==> src/rtl/link_vec_pkg.sv <==
// Behaviour
// RQ1: vector reports highest pending source as code 0..8, register value is code times four.
// RQ2: clearing a higher source immediately exposes the remaining lower source code.
// RQ3: vector read clears the reported source, except data-service sources.
// RQ4: receive-full and response-byte flags clear on vector read then data read.
// RQ5: transmit-empty clears on vector read then data write, or end-of-data request.
// RQ6: software writes each later transmit byte only after transmit-empty is reported.
// RQ7: data read returns last received byte from the receive shadow register.
// RQ8: finished shift register reloads from the transmit shadow register.
// RQ9: transmit-empty sets after first bit of a loaded byte; shadow then accepts.
// RQ10: completed reception copies shift byte to receive shadow and sets receive-full.
// RQ11: next complete byte overwrites receive shadow; software has one byte time.
// RQ12: missing byte is underrun; transmitter stops after byte plus two ones.
// RQ13: underrun abort is reported in the vector as invalid symbol.
// RQ14: wait with wait-clock-stop clear enters wait mode; bus not driven.
// RQ15: wait mode keeps receiving; good message wakes and interrupts if enabled.
// RQ16: stop instruction, or wait with wait-clock-stop set, enters stop mode.
// RQ17: in stop mode a passive-to-active bus edge wakes and raises non-maskable request.
// RQ18: waking byte guaranteed only if stop came via wait after end of frame.
// RQ19: stop during reception: first edge wakes, interrupts, waits for clock settle.
// RQ20: software completes or aborts transmission before wait or stop.
// RQ21: end-of-data during response with CRC sends CRC then end-of-data symbol.
// RQ22: vector bits outside code read zero; writes to it do nothing.
package link_vec_pkg;
  localparam logic [7:0] VEC_OFS = 8'h00;
  localparam logic [7:0] DATA_OFS = 8'h04;
  localparam logic [7:0] CTL1_OFS = 8'h08;
  localparam logic [7:0] CTL2_OFS = 8'h0C;
  localparam int IE_BIT = 0;
  localparam int WCS_BIT = 1;
  localparam int EOD_BIT = 0;
  localparam int CRC_BIT = 1;
  localparam logic [3:0] SRC_NONE = 4'h0;
  localparam logic [3:0] SRC_EOF = 4'h1;
  localparam logic [3:0] SRC_RESPONSE_BYTE_RECEIVED_FLAG = 4'h2;
  localparam logic [3:0] SRC_RX_BUFFER_FULL_FLAG = 4'h3;
  localparam logic [3:0] SRC_TX_BUFFER_EMPTY_FLAG = 4'h4;
  localparam logic [3:0] SRC_ARB = 4'h5;
  localparam logic [3:0] SRC_CRC = 4'h6;
  localparam logic [3:0] SRC_INV = 4'h7;
  localparam logic [3:0] SRC_WAKE = 4'h8;
  localparam int SETTLE_NS = 1000;
  localparam int CLK_NS = 10;
  localparam int SETTLE_CYC = (SETTLE_NS + CLK_NS - 1) / CLK_NS;
  typedef enum logic [1:0] {
    PM_RUN = 2'b00,
    PM_WAIT = 2'b01,
    PM_STOP = 2'b10,
    PM_SETTLE = 2'b11
  } pmode_type;
endpackage : link_vec_pkg

==> src/rtl/link_vec.sv <==
`timescale 1ns/1ns
module link_vec (
  // clock and reset
  input wire logic pclk,
  input wire logic presetn,
  // apb slave
  input wire logic psel,
  input wire logic penable,
  input wire logic pwrite,
  input wire logic [7:0] paddr,
  input wire logic [31:0] pwdata,
  output logic [31:0] prdata,
  output logic pready,
  output logic pslverr,
  // events from the protocol engine
  input wire logic eof_seen,
  input wire logic ifr_byte,
  input wire logic rx_byte_done,
  input wire logic [7:0] rx_shift,
  input wire logic arb_lost,
  input wire logic crc_error,
  input wire logic symbol_invalid,
  input wire logic rx_busy,
  input wire logic bus_active,
  // transmit bit stream
  input wire logic tx_bit_taken,
  output logic tx_bit,
  output logic tx_active,
  output logic tx_send_crc,
  output logic tx_send_eod,
  output logic tx_abort,
  output logic bus_drive_en,
  // power management
  input wire logic cpu_wait,
  input wire logic cpu_stop,
  output logic clocks_run,
  output logic rx_guaranteed,
  output logic irq_request,
  output logic nmi_request
);
  import link_vec_pkg::*;

  logic eof_q, response_byte_received_flag_q, rx_buffer_full_flag_q, tx_buffer_empty_flag_q, arb_q, crc_q, inv_q, wake_q;
  logic [7:0] rxsh_q, txsh_q, shift_q;
  logic txfull_q, armed_q, ie_q, wcs_q, eod_q, crcmode_q;
  logic [3:0] bits_q;
  logic [1:0] ones_q;
  logic first_q, act_q, crc_q2, eod_q2, abort_q, nmi_q, eofpre_q, bus_q;
  logic [15:0] settle_q;
  pmode_type pm_q;
  logic wake_evt;

  // bus decode
  wire acc = psel & penable;
  wire rd = acc & ~pwrite;
  wire wr = acc & pwrite;
  wire hit_vec = paddr == VEC_OFS;
  wire hit_data = paddr == DATA_OFS;
  wire hit_c1 = paddr == CTL1_OFS;
  wire hit_c2 = paddr == CTL2_OFS;
  wire mapped = hit_vec | hit_data | hit_c1 | hit_c2;
  wire vec_rd = rd & hit_vec;
  wire data_rd = rd & hit_data;
  wire data_wr = wr & hit_data;
  wire eod_set = wr & hit_c2 & pwdata[EOD_BIT];

  // RQ1: priority encode
  logic [3:0] code;
  always_comb begin
    code = SRC_NONE;
    if (wake_q) code = SRC_WAKE;
    else if (inv_q) code = SRC_INV;
    else if (crc_q) code = SRC_CRC;
    else if (arb_q) code = SRC_ARB;
    else if (tx_buffer_empty_flag_q) code = SRC_TX_BUFFER_EMPTY_FLAG;
    else if (rx_buffer_full_flag_q) code = SRC_RX_BUFFER_FULL_FLAG;
    else if (response_byte_received_flag_q) code = SRC_RESPONSE_BYTE_RECEIVED_FLAG;
    else if (eof_q) code = SRC_EOF;
  end

  // RQ3: vector read clears the reported source unless it is a data-service source
  wire svc = code == SRC_TX_BUFFER_EMPTY_FLAG || code == SRC_RX_BUFFER_FULL_FLAG || code == SRC_RESPONSE_BYTE_RECEIVED_FLAG;
  wire clr_plain = vec_rd & ~svc;
  // RQ4: data read after the vector read clears the reported receive flag
  wire clr_rx = data_rd & armed_q;
  // RQ5: data write after the vector read, or end-of-data, clears empty
  wire clr_tx_buffer_empty_flag = (data_wr & armed_q & code == SRC_TX_BUFFER_EMPTY_FLAG) | eod_set;

  // RQ22: code sits in bits 5:2, rest zero
  wire [31:0] vec_word = {26'h0, code, 2'h0};
  wire [31:0] c1_word = {30'h0, wcs_q, ie_q};
  wire [31:0] c2_word = {30'h0, crcmode_q, eod_q};
  // RQ7: data reads return the receive shadow
  assign prdata = !rd ? 32'h0 : hit_vec ? vec_word : hit_data ? {24'h0, rxsh_q}
                : hit_c1 ? c1_word : hit_c2 ? c2_word : 32'h0;
  // zero wait states; unmapped addresses answer with an error
  assign pready = 1'b1;
  assign pslverr = acc & ~mapped;

  // transmit bit strobes only count while actually shifting
  wire bit_tick = act_q & tx_bit_taken;
  wire byte_end = bit_tick & bits_q == 4'h7 & ones_q == 2'h0;
  wire load_now = ~act_q & txfull_q & pm_q == PM_RUN;
  wire reload = byte_end & txfull_q;
  // RQ12: byte boundary with nothing queued and no end request
  wire underrun = byte_end & ~txfull_q & ~eod_q;
  wire tail_end = bit_tick & ones_q == 2'h1;
  wire normal_end = byte_end & ~txfull_q & eod_q;
  // RQ13: underrun abort shows as invalid symbol
  wire inv_evt = symbol_invalid | tail_end;
  // RQ9: first bit of a freshly loaded byte has gone out
  wire tx_buffer_empty_flag_evt = bit_tick & first_q;

  // RQ2: flags, set wins over clear so code tracks remaining sources
  always_ff @(posedge pclk or negedge presetn) begin
    if (!presetn) begin
      eof_q <= 1'b0;
      arb_q <= 1'b0;
      crc_q <= 1'b0;
      inv_q <= 1'b0;
      wake_q <= 1'b0;
    end else begin
      eof_q <= eof_seen | (eof_q & ~(clr_plain & code == SRC_EOF));
      arb_q <= arb_lost | (arb_q & ~(clr_plain & code == SRC_ARB));
      crc_q <= crc_error | (crc_q & ~(clr_plain & code == SRC_CRC));
      inv_q <= inv_evt | (inv_q & ~(clr_plain & code == SRC_INV));
      wake_q <= wake_evt | (wake_q & ~(clr_plain & code == SRC_WAKE));
    end
  end

  // RQ10: completed byte to shadow, full flag set (response-byte flag for a response byte)
  // RQ11: the next byte overwrites the shadow unconditionally
  always_ff @(posedge pclk or negedge presetn) begin
    if (!presetn) begin
      rxsh_q <= 8'h00;
      rx_buffer_full_flag_q <= 1'b0;
      response_byte_received_flag_q <= 1'b0;
    end else begin
      if (rx_byte_done) rxsh_q <= rx_shift;
      rx_buffer_full_flag_q <= (rx_byte_done & ~ifr_byte) | (rx_buffer_full_flag_q & ~(clr_rx & code == SRC_RX_BUFFER_FULL_FLAG));
      response_byte_received_flag_q <= (rx_byte_done & ifr_byte) | (response_byte_received_flag_q & ~(clr_rx & code == SRC_RESPONSE_BYTE_RECEIVED_FLAG));
    end
  end

  // vector read arms the data-register access only for a data-service code; any data access disarms
  always_ff @(posedge pclk or negedge presetn) begin
    if (!presetn) armed_q <= 1'b0;
    else if (vec_rd) armed_q <= svc;
    else if (data_rd | data_wr) armed_q <= 1'b0;
  end

  // RQ5: empty flag; a new first-bit event wins over a clear
  always_ff @(posedge pclk or negedge presetn) begin
    if (!presetn) tx_buffer_empty_flag_q <= 1'b0;
    else tx_buffer_empty_flag_q <= tx_buffer_empty_flag_evt | (tx_buffer_empty_flag_q & ~clr_tx_buffer_empty_flag);
  end

  // control registers; end-of-data self-clears when the frame closes
  always_ff @(posedge pclk or negedge presetn) begin
    if (!presetn) begin
      ie_q <= 1'b0;
      wcs_q <= 1'b0;
      eod_q <= 1'b0;
      crcmode_q <= 1'b0;
    end else begin
      if (wr & hit_c1) begin
        ie_q <= pwdata[IE_BIT];
        wcs_q <= pwdata[WCS_BIT];
      end
      if (wr & hit_c2) crcmode_q <= pwdata[CRC_BIT];
      if (eod_set) eod_q <= 1'b1;
      else if (normal_end | tail_end) eod_q <= 1'b0;
    end
  end

  // RQ6: a write only lands in the shadow; software paces itself on empty
  always_ff @(posedge pclk or negedge presetn) begin
    if (!presetn) begin
      txsh_q <= 8'h00;
      txfull_q <= 1'b0;
    end else begin
      if (data_wr) txsh_q <= pwdata[7:0];
      if (data_wr) txfull_q <= 1'b1;
      else if (load_now | reload) txfull_q <= 1'b0;
    end
  end

  // RQ8: shifter reloads from the shadow at a byte end when a byte is queued
  always_ff @(posedge pclk or negedge presetn) begin
    if (!presetn) begin
      shift_q <= 8'h00;
      bits_q <= 4'h0;
      first_q <= 1'b0;
      act_q <= 1'b0;
      ones_q <= 2'h0;
    end else if (load_now | reload) begin
      shift_q <= txsh_q;
      bits_q <= 4'h0;
      first_q <= 1'b1;
      act_q <= 1'b1;
    end else if (underrun) begin
      // RQ12: two logic ones follow, then the transmitter stops
      ones_q <= 2'h2;
      shift_q <= 8'hFF;
    end else if (tail_end | normal_end | (act_q & pm_q != PM_RUN)) begin
      act_q <= 1'b0;
      ones_q <= 2'h0;
    end else if (bit_tick) begin
      shift_q <= {shift_q[6:0], 1'b1};
      first_q <= 1'b0;
      if (ones_q != 2'h0) ones_q <= ones_q - 2'h1;
      else bits_q <= bits_q + 4'h1;
    end
  end

  // RQ21: closing requests to the engine, one-cycle pulses
  always_ff @(posedge pclk or negedge presetn) begin
    if (!presetn) begin
      crc_q2 <= 1'b0;
      eod_q2 <= 1'b0;
      abort_q <= 1'b0;
    end else begin
      crc_q2 <= normal_end & crcmode_q;
      eod_q2 <= normal_end;
      abort_q <= tail_end;
    end
  end
  assign tx_bit = shift_q[7];
  assign tx_active = act_q;
  assign tx_send_crc = crc_q2;
  assign tx_send_eod = eod_q2;
  assign tx_abort = abort_q;

  // low-power entry and wake decode
  wire enter_wait = pm_q == PM_RUN & cpu_wait & ~wcs_q;
  wire enter_stop = pm_q == PM_RUN & (cpu_stop | (cpu_wait & wcs_q));
  wire bus_rise = bus_active & ~bus_q;
  // RQ15: a good message in wait mode
  wire wait_wake = pm_q == PM_WAIT & eof_seen;
  // RQ17: passive-to-active edge in stop mode
  wire stop_wake = pm_q == PM_STOP & bus_rise;
  assign wake_evt = stop_wake | (wait_wake & ie_q);

  always_ff @(posedge pclk or negedge presetn) begin
    if (!presetn) bus_q <= 1'b0;
    else bus_q <= bus_active;
  end

  // end of frame seen since last traffic, sampled for stop entry
  always_ff @(posedge pclk or negedge presetn) begin
    if (!presetn) eofpre_q <= 1'b0;
    else if (eof_seen) eofpre_q <= 1'b1;
    else if (rx_busy) eofpre_q <= 1'b0;
  end

  // RQ14: wait mode; RQ16: stop mode; RQ19: settle before resuming
  always_ff @(posedge pclk or negedge presetn) begin
    if (!presetn) begin
      pm_q <= PM_RUN;
      settle_q <= 16'h0000;
      rx_guaranteed <= 1'b1;
    end else begin
      unique case (pm_q)
        PM_RUN: begin
          if (enter_stop) begin
            pm_q <= PM_STOP;
            // RQ18: only a wait entry after end of frame keeps the byte
            rx_guaranteed <= cpu_wait & ~cpu_stop & eofpre_q & ~rx_busy;
          end else if (enter_wait) begin
            pm_q <= PM_WAIT;
          end
        end
        PM_WAIT: begin
          if (wait_wake | ~cpu_wait) pm_q <= PM_RUN;
        end
        PM_STOP: begin
          if (stop_wake) begin
            pm_q <= PM_SETTLE;
            settle_q <= 16'(SETTLE_CYC - 1);
          end
        end
        PM_SETTLE: begin
          if (settle_q == 16'h0000) begin
            pm_q <= PM_RUN;
            rx_guaranteed <= 1'b1;
          end else begin
            settle_q <= settle_q - 16'h0001;
          end
        end
      endcase
    end
  end

  // non-maskable request is a one-cycle pulse on the stop wake
  always_ff @(posedge pclk or negedge presetn) begin
    if (!presetn) nmi_q <= 1'b0;
    else nmi_q <= stop_wake;
  end
  assign nmi_request = nmi_q;
  // RQ15: maskable request while any source pends
  assign irq_request = ie_q & (code != SRC_NONE);
  assign clocks_run = pm_q != PM_STOP & pm_q != PM_SETTLE;
  // RQ14: never drive the bus outside run mode
  assign bus_drive_en = act_q & pm_q == PM_RUN;

  a_vec_value: assert property (@(posedge pclk) disable iff (!presetn) // RQ1
    wake_q |-> vec_word == 32'h20) else $error("wakeup must read as 20 hex");
  a_vec_lower: assert property (@(posedge pclk) disable iff (!presetn) // RQ2
    (code == SRC_ARB && vec_rd && !arb_lost && crc_q == 1'b0 && !crc_error && !wake_evt
     && !inv_evt && tx_buffer_empty_flag_q) |=> code == SRC_TX_BUFFER_EMPTY_FLAG) else $error("lower source not shown");
  a_vec_clear: assert property (@(posedge pclk) disable iff (!presetn) // RQ3
    (vec_rd && code == SRC_EOF && !eof_seen) |=> !eof_q) else $error("eof not cleared");
  a_rx_buffer_full_flag_hold: assert property (@(posedge pclk) disable iff (!presetn) // RQ4
    (rx_buffer_full_flag_q && !(data_rd && armed_q)) |=> rx_buffer_full_flag_q) else $error("rx_buffer_full_flag lost early");
  a_tx_buffer_empty_flag_clear: assert property (@(posedge pclk) disable iff (!presetn) // RQ5
    (eod_set && !tx_buffer_empty_flag_evt) |=> !tx_buffer_empty_flag_q) else $error("tx_buffer_empty_flag kept after end request");
  a_rx_copy: assert property (@(posedge pclk) disable iff (!presetn) // RQ10
    rx_byte_done |=> rxsh_q == $past(rx_shift) && (rx_buffer_full_flag_q || response_byte_received_flag_q))
    else $error("rx byte not copied");
  a_tx_buffer_empty_flag_first: assert property (@(posedge pclk) disable iff (!presetn) // RQ9
    $rose(act_q) ##1 (!tx_bit_taken)[*3] ##1 tx_bit_taken |=> tx_buffer_empty_flag_q)
    else $error("tx_buffer_empty_flag not set after first bit");
  a_under_inv: assert property (@(posedge pclk) disable iff (!presetn) // RQ13
    tail_end |=> inv_q && tx_abort) else $error("underrun not reported");
  a_wait_drive: assert property (@(posedge pclk) disable iff (!presetn) // RQ14
    pm_q == PM_WAIT |-> !bus_drive_en) else $error("bus driven in wait");
  a_stop_nmi: assert property (@(posedge pclk) disable iff (!presetn) // RQ17
    stop_wake |=> nmi_request && pm_q == PM_SETTLE) else $error("stop wake missed");
  // data path and power checks beyond the flag logic
  a_tx_reload: assert property (@(posedge pclk) disable iff (!presetn) // RQ8
    reload |=> tx_active && tx_bit == $past(txsh_q[7]))
    else $error("shadow byte not loaded");
  a_under_ones: assert property (@(posedge pclk) disable iff (!presetn) // RQ12
    underrun |=> tx_active && tx_bit)
    else $error("underrun tail not ones");
  a_wait_wake: assert property (@(posedge pclk) disable iff (!presetn) // RQ15
    (pm_q == PM_WAIT && eof_seen && ie_q) |=> wake_q && pm_q == PM_RUN)
    else $error("wait mode did not wake");
  a_stop_entry: assert property (@(posedge pclk) disable iff (!presetn) // RQ16
    (pm_q == PM_RUN && cpu_stop) |=> pm_q == PM_STOP)
    else $error("stop mode not entered");
  a_settle_hold: assert property (@(posedge pclk) disable iff (!presetn) // RQ19
    stop_wake |=> (!clocks_run && !bus_drive_en)[*8])
    else $error("resumed before clocks settled");
  a_close_crc: assert property (@(posedge pclk) disable iff (!presetn) // RQ21
    (normal_end && crcmode_q) |=> tx_send_crc && tx_send_eod && !tx_active)
    else $error("crc close not requested");
endmodule : link_vec

==> config.mk <==
export PLATFORM = sky130hd
export DESIGN_NAME = link_vec
export DESIGN_NICKNAME = d
export VERILOG_FILES = /design/src/rtl/link_vec_pkg.sv /design/src/rtl/link_vec.sv
export SDC_FILE = /design/constraint.sdc
export NUM_CORES = 1
export LEC_CHECK = 0
export BUFFER_PORTS_ARGS = -buffer_cell sky130_fd_sc_hd__buf_2
export CAP_MARGIN = 40
export CORE_MARGIN = 5
export CORE_UTILIZATION = 46
export DETAILED_ROUTE_END_ITERATION = 8
export GPL_TIMING_DRIVEN = 0
export PLACE_DENSITY = 0.79
export SYNTH_ARGS = -nofsm -noshare
export SYNTH_HDL_FRONTEND = slang
export SYNTH_SLANG_ARGS = --single-unit
==> constraint.sdc <==
create_clock -name pclk -period 5.9 [get_ports pclk]
set_input_delay 0 -clock pclk [delete_from_list [all_inputs] [get_ports pclk]]
set_output_delay 0 -clock pclk [all_outputs]
set_load 0.1 [all_outputs]
# After elaboration in Yosys (flattened, before gate mapping)
# Cells that the tools add are included.
# W data, S select, Z words.
[op_classes] n_eq_ne=28 reduce_logical=28 multipliers=0 shifts=0 n_mux=53 n_addsub=3 div=0 magnitude_cmp=0 bitwise_logic=99
[ops] op="$and A1 B1 Y1" n=58
[ops] op="$mux W8" n=7
[ops] op="$mux W4" n=9
[ops] op="$mux W16" n=2
[ops] op="$pmux W16 S2" n=1
[ops] op="$mux W2" n=13
[ops] op="$not A1 Y1" n=21
[ops] op="$eq A4 B3 Y1 const B" n=5
[ops] op="$or A1 B1 Y1" n=20
[ops] op="$reduce_bool A2 Y1" n=10
[ops] op="$mux W1" n=18
[ops] op="$eq A8 B4 Y1 const B" n=2
[ops] op="$logic_not A16 Y1" n=1
[ops] op="$ne A2 B2 Y1 const B" n=8
[ops] op="$sub A16 B1 Y16 const B" n=1
[ops] op="$reduce_and A3 Y1" n=4
[ops] op="$reduce_bool A3 Y1" n=3
[ops] op="$eq A4 B2 Y1 const B" n=2
[ops] op="$eq A8 B3 Y1 const B" n=1
[ops] op="$logic_not A8 Y1" n=1
[ops] op="$pmux W2 S4" n=1
[ops] op="$reduce_and A4 Y1" n=2
[ops] op="$ne A3 B3 Y1 const B" n=2
[ops] op="$add A4 B1 Y4 const B" n=1
[ops] op="12 further kinds" n=18
[totals] word_cells=241 out_inout_bits=44 mem_bits_rw=0 memories=0 regBits=71 input_bits=64 latch_bits=0 rom_bits=0

# Longest topological paths before layout
# Gate-level depths: netlist (run 1).
[depth] ltp_word=17 depth_mapped=8

# Worst setup path after synthesis (run 1)
# Ideal clock, no wire load.
[synth_path] kind="input -> output" from="input paddr[5]" to="output prdata[0]" t_arrival_ps=3229 n_path_buf=1 slack_ps=2671 cell_stages=4 required_ps=5900 path_cell_list="or4_4 -> or4_4 -> buf_6 -> nor3_1"
[synth_via] elab_chain_cells=6 elab_cells_between_ends=9 classes_between="eq/ne (3); mux (5); reduce/logical (1)"
[synth_lines] element="from (decl)" line_no="link_vec.sv:10" text="input wire logic [7:0] paddr,"
[synth_lines] element="$eq A8 B4 Y1" line_no="link_vec.sv:60" text="wire hit_c2 = paddr == CTL2_OFS;"
[synth_lines] element="$mux W2 (2 in series)" line_no="link_vec.sv:95" text=": hit_c1 ? c1_word : hit_c2 ? c2_word : 32'h0;"
[synth_lines] element="$mux W8" line_no="link_vec.sv:94" text="assign prdata = !rd ? 32'h0 : hit_vec ? vec_word : hit_data ? {24'h0, rxsh_q}"
[synth_lines] element="$mux W8 * (2 in series)" line_no="link_vec.sv:94"
[synth_lines] element="to (decl)" line_no="link_vec.sv:12" text="output logic [31:0] prdata,"
# Every way passes the cells marked *; elsewhere a longest branch is shown, timed or not.

# Final worst setup path (run 1)
[layout_path] from="register settle_q[8]" to="register settle_q[5]"
[layout_via] elab_chain_cells=3
[layout_lines] element="from (decl)" line_no="link_vec.sv:49" text="logic [15:0] settle_q;"
[layout_lines] element="from (signal assigned)" line_no="link_vec.sv:279" text="settle_q <= 16'(SETTLE_CYC - 1);"
[layout_lines] element="from (signal assigned)" line_no="link_vec.sv:287" text="settle_q <= settle_q - 16'h0001;"
[layout_lines] element="$logic_not A16 Y1" line_no="link_vec.sv:283" text="if (settle_q == 16'h0000) begin"
[layout_lines] element="$ne A2 B2 Y1 (no line)"
[layout_lines] element="$reduce_and A3 Y1 (no line)"
# Every way passes these cells.
# A chain may end at the register's enable or synchronous reset.

==> flow_summary.toml, run 1 <==
[yosys]
synth-edff-count = 0
synth_top_area_cell = "dfrtp_1"
synthTopCellsByCount = "dfrtp_1, nor2_1, nand2_1, buf_4, mux2_2"
synth_cell_types = 56
yosys-top-cells-area = "dfrtp_1, mux2_2, buf_4"
yosys.area.top_type_share_pct = 46.79
synth.cell_area_um2 = 3744
yosysSeqAreaShare_pct = 47.49
ys_seq_elements = 71
async_reset_ff_share_pct = 100.0
ys.flop_type = "dfrtp_1"
syn_avg_cell_area_um2 = 9.800
synthCells = 382
ys_warn_count = 0
synth.most_common_cell = "dfrtp_1"

[placed_design]
io_buffers = 56
numPlacedInstances = 567
preCtsSetupSlack_ps = 3559
gp_congestion = 0.8713
hpwl_um = 5974

[cts]
clock_latency_ps = 350
ctsRootBufferMaster = "clkbuf_8"
post_cts_buffers = 0
cts_buffer_depth = 2
cts.htree.levels = 3
ctsResizeCount = 0
cts_tree = "yes"
numCtsBuffers = 9
clk_pin_slew_ps = 80
clock_sinks = 71

[power]
ir_drop_v = 0.0001966
finalPower_mw = 1.656
p_leak_nw = 2.347
power.density_nw_per_um2 = 349.9

[cells_and_area]
drive_gt1_share_pct = 25.30
nets = 565
fillers = 703
fin_cells = 607
diodes = 0
multiInputGateArea_um2 = 1763
area_delta_synth_final_pct = 26.47
regArea_um2 = 1778

[worst_setup_path]
crit_path_start_kind = "flip-flop"
crit_start = "settle_q[8]"
r2r_start = "settle_q[8]"
end_kind = "flip-flop"
arrival_ps = 2560
cp_cell_sequence = "or4_1, nor3_1, a21oi_1, a311oi_1, a41oi_1"
crit_fanout = 10
slowest_delay_ps = 620
cp_slowest_cell = "or4_1"
path_class = "flip-flop to flip-flop"
crit_required_ps = 6090

[min_path]
hp-start = "cpu_stop"
hold_path_class = "input port to flip-flop"

[timing]
drv_slew = 0
rsz0062_at_grt = "no"
timing_hold_violations_final = 0
setup_viol = 0
layout_min_cycle_time_ps = 2368
setup-tns-final_ps = 0
layout_setup_ws_ps = 3532
worstMarginPinSlew_ps = 826.8
fin_crit_sh_pct = 40.14
clock.fmax_mhz = 422.3
fin_skew_ps = 16.48
relSlewSlack_pct = 44.37

[floorplan]
die_h_um = 100.2
pin_count = 108
coreArea_um2 = 8051
initial_core_util_pct = 46.50
rows = 33
die_x_um = 100.2
dieArea_um2 = 10040

[route]
viasPerCell = 5.183
wl_per_cell_um = 13.94
routed_wl_um = 8464
ant_nets = 0
drt_pre_antenna_iters = 4
drtIter0Drc = 120
num_vias = 3146
drc = 0

[outcome]
outcome = "complete, no violations"

[global_routing]
gr-usage-all-layers_pct = 17.74
antenna_found_initial = 0
grt_pass1_vias = 3186
grt-ovfl-total = 0
grt_pass1_wl_um = 14470
grt_start_max_net_pins = 51

[run]
drv_cap = 0
cell families (layout without fill, tap and decap cells):
logic type | count (synthesis) | in the layout | share of synthesized area, %
AO/OA/AOI/OAI | 67 | 67 | 11.50
adder cells (fa/ha/maj) | 4 | 4 | 1.337
XOR/XNOR | 12 | 12 | 2.807
AND/OR/NAND/NOR | 143 | 143 | 19.42
other | 2 | 25 | 0.2006
buffers and inverters | 50 | 147 | 7.720
multiplexers | 33 | 33 | 9.526
flip-flops | 71 | 71 | 47.49
through the flow:
stage | hold WS, ps | area [um2] | utilization (%)
2_1_floorplan | -295.6 | 3830 | -
3_3_place_gp | 120.6 | 4242 | 52.68
3_5_place_dp | -81.33 | 4272 | 53.05
4_1_cts | 45.90 | 4735 | 58.80
5_1_grt | 75.62 | 4735 | 58.80
6_report | 57.28 | 4735 | 58.80
where the power goes:
group | total, mW | internal [mW] | switching (mW)
clock network | 0.441 | 0.250 | 0.191
registers | 0.664 | 0.579 | 0.0848
logic | 0.552 | 0.166 | 0.385
state kept, by name, indices dropped and copies added, names as in the netlist, 2 cells and up:
| register | cells |
|---|---|
| bits_q | 4 |
| ones_q | 2 |
| pm_q | 2 |
| rxsh_q | 8 |
| settle_q | 16 |
| shift_q | 8 |
| txsh_q | 8 |
layout by cell type (no fill, tap or decap), types with 12 or more instances in the layout:
cell type,Yosys,final
a21oi_1,20,20
buf_2,0,55
buf_4,25,26
conb_1,2,25
dfrtp_1,70,70
dlygate4sd3_1,0,24
inv_1,15,15
mux2_2,21,21
mux2i_1,12,12
nand2_1,27,27
nor2_1,46,46
nor3_1,14,14
nor4_1,12,12
o21ai_0,13,13
worst max-delay path: cells and delay by family (launching register included):
kind	cells	cell delay (ps)
simple gates	2	1050
compound gates	3	750
flops	1	420
repair_timing:
action | 4_1_cts | 5_1_grt
endpoints found under the setup margin | 0 | 0
hold endpoints to repair | 99 | 0
hold buffers | 24 | 0
per-layer routing:
| metal | global-route usage [%] | part of all wire [%] | routed length, um | up-vias |
|---|---|---|---|---|
| met5 | 0 | 0 | 0 | - |
| met4 | 7.254 | 1.5 | 129 | 0 |
| met3 | 4.448 | 6.1 | 519 | 19 |
| met1 | 20.92 | 42 | 3571 | 1480 |
| li1 | - | - | - | 1544 |
| met2 | 30.78 | 50 | 4244 | 103 |
final timing paths:
check,endpoint,slack [ps],cells past startpoint
max in group asynchronous,rx_guaranteed,5200,3
worst max register to register,settle_q[5],3530,5
worst min register to register,first_q,490,2
worst max-delay path,settle_q[5],3530,5
min in group asynchronous,rxsh_q[7],100,2
worst min-delay path,rx_guaranteed,60,4
final cells by class:
type | count | area share, %
timing repair buffer | 81 | 11.63
buffer | 34 | 4.836
clock buffer | 11 | 2.986
clock inverter | 5 | 1.718
tap | 105 | 2.775
sequential | 71 | 37.55
inverter | 16 | 1.268
multi-input combinational | 284 | 37.24
Note: power is estimated with default switching activity, not from simulation.
==> run 2: changes to the inputs <==
--- a/config.mk
+++ b/config.mk
@@ -11,7 +11,7 @@
 export CORE_UTILIZATION = 46
 export DETAILED_ROUTE_END_ITERATION = 8
 export GPL_TIMING_DRIVEN = 0
-export PLACE_DENSITY = 0.79
+export PLACE_DENSITY = 0.82
 export SYNTH_ARGS = -nofsm -noshare
 export SYNTH_HDL_FRONTEND = slang
 export SYNTH_SLANG_ARGS = --single-unit
==> constraint.sdc (replaced) <==
create_clock -name pclk -period 2 [get_ports pclk]
set_input_delay 0 -clock pclk [delete_from_list [all_inputs] [get_ports pclk]]
set_output_delay 0 -clock pclk [all_outputs]
set_load 0.1 [all_outputs]
==> flow_summary.toml, run 2 (synthesis results as in run 1) <==
[cells_and_area]
fin_cells = 621
area_delta_synth_final_pct = 38.17
diodes = 0
final_common_cell = "dfrtp_1"
drive_gt1_share_pct = 35.08
fin_area_um2 = 5172
final_cell_mix = "dfrtp_1, buf_2, nor2_1, buf_4, nand2_1"
largest_reg_flops = 16
nets = 579
regMostFlops = "settle_q"

[global_routing]
grt_pass1_vias = 3251
gr-usage-all-layers_pct = 19.56
grt_pass1_wl_um = 15650
antenna_found_initial = 0
grt-ovfl-total = 0
grt_start_max_net_pins = 46

[timing]
clock.fmax_mhz = 498.7
timing_hold_violations_final = 0
layout_min_cycle_time_ps = 2005
fin_crit_sh_pct = 100.3
rsz0062_at_grt = "yes"
relSlewSlack_pct = 49.13
fin_skew_ps = 12.08
drv_slew = 0
setup-tns-final_ps = -9.799
worstMarginPinSlew_ps = 756.2
layout_setup_ws_ps = -5.091
setup_viol = 2

[route]
ant_nets = 0
routed_wl_um = 9890
drc = 0
drt_pre_antenna_iters = 5
drtIter0Drc = 148
wl_per_cell_um = 15.93
viasPerCell = 5.324
num_vias = 3306

[worst_setup_path]
crit_path_start_kind = "input port"
crit_start = "paddr[5]"
path_class = "input port to output pin"
end_kind = "output pin"
timing.rr.end = "settle_q[5]"
crit_fanout = 7
slowest_delay_ps = 520
rr_worst_depth = 5
arrival_ps = 2010
crit_required_ps = 2000
endpoint = "prdata[4]"
cp_slowest_cell = "or4_4"
crit_buf_inv = 3
cp_cell_sequence = "buf_6, or4_4, or4_4, buf_8, or3_4, nor2_4, buf_12"
r2r_start = "settle_q[7]"
cp.depth = 7
r2r_slack_ps = 10
crit_top_cell = "or4_4"
crit_family = "simple AND/OR/NAND/NOR gates"

[floorplan]
pin_count = 108
rows = 33
die_x_um = 100.2
initial_core_util_pct = 46.50
dieArea_um2 = 10040
coreArea_um2 = 8051
die_h_um = 100.2

[power]
power.density_nw_per_um2 = 981.0
p_leak_nw = 2.433
ir_drop_v = 0.0004854
finalPower_mw = 5.074

[outcome]
outcome = "finished, violations left"
violations = "negative setup slack"

[cts]
ctsRootBufferMaster = "clkbuf_8"
clk_pin_slew_ps = 80
cts_tree = "yes"
cts.htree.levels = 3
clock_sinks = 71
clock_latency_ps = 370
cts_buffer_depth = 2
numCtsBuffers = 9

[placed_design]
gp_congestion = 0.8679
hpwl_um = 6376
io_buffers = 56
dpl-instance-area_um2 = 4319
numPlacedInstances = 567
preCtsSetupSlack_ps = -342.2

[min_path]
hold_path_class = "input port to flip-flop"

[run]
drv_cap = 0
==> run 2: cell types whose count changed in the layout (fill, tap and decap cells not counted), sizes merged <==
cell / delta
clkinvlp: +1
bufinv: -2
inv: +3
clkbuf: +2
buf: +10
==> run 2: metrics by stage <==
step,hold WS [ps],utilization (%)
3_3_place_gp,123.3,53.36
4_1_cts,25.64,61.35
2_1_floorplan,-295.6,-
3_5_place_dp,-56.67,53.64
6_report,29.79,64.24
5_1_grt,26.94,64.24
==> run 2: worst min path at each step <==
| stage | from | end | slack (ps) | cells after the start |
|---|---|---|---|---|
| 6_report | paddr[2] | armed_q | 30 | 3 |
| 5_1_grt | paddr[2] | armed_q | 30 | 3 |
| 4_1_cts | paddr[2] | armed_q | 30 | 3 |
| 3_5_place_dp | presetn | settle_q[2] | -60 | 1 |
| 3_3_place_gp | bus_active | bus_q | 120 | 1 |
| 2_1_floorplan | presetn | arb_q | -300 | 0 |
==> run 2: final cells by class <==
type | instances | area, um2
Fill cell | 620 | 2879
Multi-Input combinational cell | 284 | 2016
Sequential cell | 71 | 1784
Timing Repair Buffer | 95 | 753.2
Buffer | 34 | 237.7
Tap cell | 105 | 131.4
Clock buffer | 9 | 123.9
Inverter | 16 | 63.81
Clock inverter | 7 | 62.56
==> run 2: power by group <==
group	internal [mW]	switching [mW]
Clock	0.473	0.650
Sequential	1.72	0.294
Combinational	0.624	1.32
==> run 2: tightest hold or removal path: cells and delay by family <==
family	cells	cell delay (ps)
compound gates	1	150
simple gates	1	70
buf+inv	1	130
==> run 2: layer usage <==
layer | vias up | global-route usage, % | part of all wire (%)
met2 | 116 | 32.98 | 53
met5 | - | 0 | 0
met1 | 1598 | 23.98 | 38
met3 | 22 | 4.934 | 6.5
li1 | 1570 | - | -
met4 | 0 | 7.772 | 2.1
==> run 2: what timing repair did <==
item	in CTS	in global routing
setup buffers	1	12
resized for setup	39	27
cloned	1	0
hold buffers	24	0
setup endpoints to repair	31	25
endpoints found under the hold margin	100	0
pin swaps	3	6
==> run 3: changes to the inputs <==
--- a/config.mk
+++ b/config.mk
@@ -12,6 +12,7 @@
 export DETAILED_ROUTE_END_ITERATION = 8
 export GPL_TIMING_DRIVEN = 0
 export PLACE_DENSITY = 0.82
+export RECOVER_POWER = 100
 export SYNTH_ARGS = -nofsm -noshare
 export SYNTH_HDL_FRONTEND = slang
 export SYNTH_SLANG_ARGS = --single-unit
==> flow_summary.toml, run 3 (synthesis results as in run 1) <==
[cts]
clock_latency_ps = 370
ctsRootBufferMaster = "clkbuf_8"
numCtsBuffers = 9
clock_sinks = 71
clk_pin_slew_ps = 80
cts_tree = "yes"
cts.htree.levels = 3
cts_buffer_depth = 2

[worst_setup_path]
crit_path_start_kind = "input port"
arrival_ps = 2010
path_class = "input port to output pin"
end_kind = "output pin"
crit_start = "paddr[5]"
r2r_start = "settle_q[7]"
crit_required_ps = 2000
rr_worst_depth = 5
crit_fanout = 7

[power]
clkPwrFrac_pct = 22.1
power.density_nw_per_um2 = 982.8
power_frac_comb_pct = 38.1
switching_share_pct = 44.63
p_int_mw = 2.802
ir_drop_v = 0.0004848
finalPower_mw = 5.060
p_switching_mw = 2.258
p_seq_share_pct = 39.8
p_leak_nw = 2.400

[floorplan]
pin_count = 108
rows = 33
die_h_um = 100.2
die_x_um = 100.2
dieArea_um2 = 10040
initial_core_util_pct = 46.50
coreArea_um2 = 8051

[run]
drv_cap = 0

[placed_design]
io_buffers = 56
hpwl_um = 6376
gp_congestion = 0.8679

[route]
wl_per_cell_um = 15.86
drc = 0
num_vias = 3282
ant_nets = 0
drtIter0Drc = 185
drt_pre_antenna_iters = 4
routed_wl_um = 9847
viasPerCell = 5.285

[cells_and_area]
fillers = 623
regArea_um2 = 1784
diodes = 0
final_cell_mix = "dfrtp_1, nor2_1, buf_4, buf_2, nand2_1"
area_delta_synth_final_pct = 37.53
largest_reg_flops = 16
multiInputGateArea_um2 = 2016
drive_gt1_share_pct = 33.72
final_common_cell = "dfrtp_1"
nets = 579
regMostFlops = "settle_q"

[outcome]
outcome = "finished, violations left"
violations = "negative setup slack"

[timing]
timing_hold_violations_final = 0
fin_skew_ps = 10.57
worstMarginPinSlew_ps = 1192
layout_setup_ws_ps = -5.132
relSlewSlack_pct = 20.86
drv_slew = 0
layout_min_cycle_time_ps = 2005
rsz0062_at_grt = "yes"
clock.fmax_mhz = 498.7
setup-tns-final_ps = -9.861
setup_viol = 2
fin_crit_sh_pct = 100.3

[global_routing]
grt_start_max_net_pins = 46
antenna_found_initial = 0
grt-ovfl-total = 0
gr-usage-all-layers_pct = 19.56
grt_pass1_wl_um = 15650
grt_pass1_vias = 3251

[min_path]
hold_path_class = "input port to flip-flop"
whs_path_depth = 3
hp-start = "paddr[2]"
run 3: cell types whose count changed in the layout (fill, tap and decap cells not counted), sizes merged:
cell    previous run  this run
buf               94        85
clkbuf            20        29
run 3: critical path, stage by stage:
cell and delay (ps):
buf_6 90, or4_4 520, or4_4 520, buf_8 160
or3_4 400, nor2_4 130, buf_12 180
run 3: through the flow:
step	area (um2)	util, %	cells	setup WS, ps	hold slack, ps
4_1_cts	4940	61.35	609	-27.59	25.64
3_5_place_dp	4319	53.64	567	-342.2	-56.67
3_3_place_gp	4297	53.36	566	-345.6	123.3
2_1_floorplan	3885	-	405	-376.5	-295.6
6_report	5149	63.95	621	-5.132	31.79
5_1_grt	5149	63.95	621	-49.30	26.94
run 3: layout make-up:
type | instances | area share [%]
flip-flops and latches | 71 | 34.65
inverters | 16 | 1.239
multi-input cells | 284 | 39.15
plain buffers | 34 | 4.617
well taps | 105 | 2.552
clock inverters | 7 | 1.215
clock buffers | 9 | 2.406
repair buffers | 95 | 14.17
run 3: path summary, 6_finish.rpt:
kind,endpoint,slack (ps)
max,prdata[4],-5
min,armed_q,30
max reg2reg,settle_q[5],10
min reg2reg,shift_q[0],500
max in group asynchronous,rxsh_q[3],530
min in group asynchronous,settle_q[10],80
run 3: routing by layer:
layer | part of all wire, % | vias up | GRT usage, %
met2 | 53 | 116 | 32.98
met5 | 0 | - | 0
met4 | 2.2 | 0 | 7.772
met3 | 6.9 | 23 | 4.934
li1 | - | 1571 | -
met1 | 38 | 1572 | 23.98
run 3: power groups by stage:
stage | combinational, mW | sequential [mW] | clock [mW]
finish | 1.93 | 2.01 | 1.12
global route | 2.07 | 2.05 | 1.19
CTS | 1.75 | 1.96 | 1.12
detailed placement | 1.63 | 1.98 | 0
global placement | 1.55 | 1.96 | 0
floorplan | 1.11 | 2.12 | 0
run 3: what timing repair did:
item                                    in CTS  in global routing
gates cloned                                 1                  0
pin swaps                                    3                  6
endpoints found under the setup margin      31                 25
hold endpoints to repair                   100                  0
setup buffers                                1                 12
gates resized for setup                     39                 27
hold buffers                                24                  0
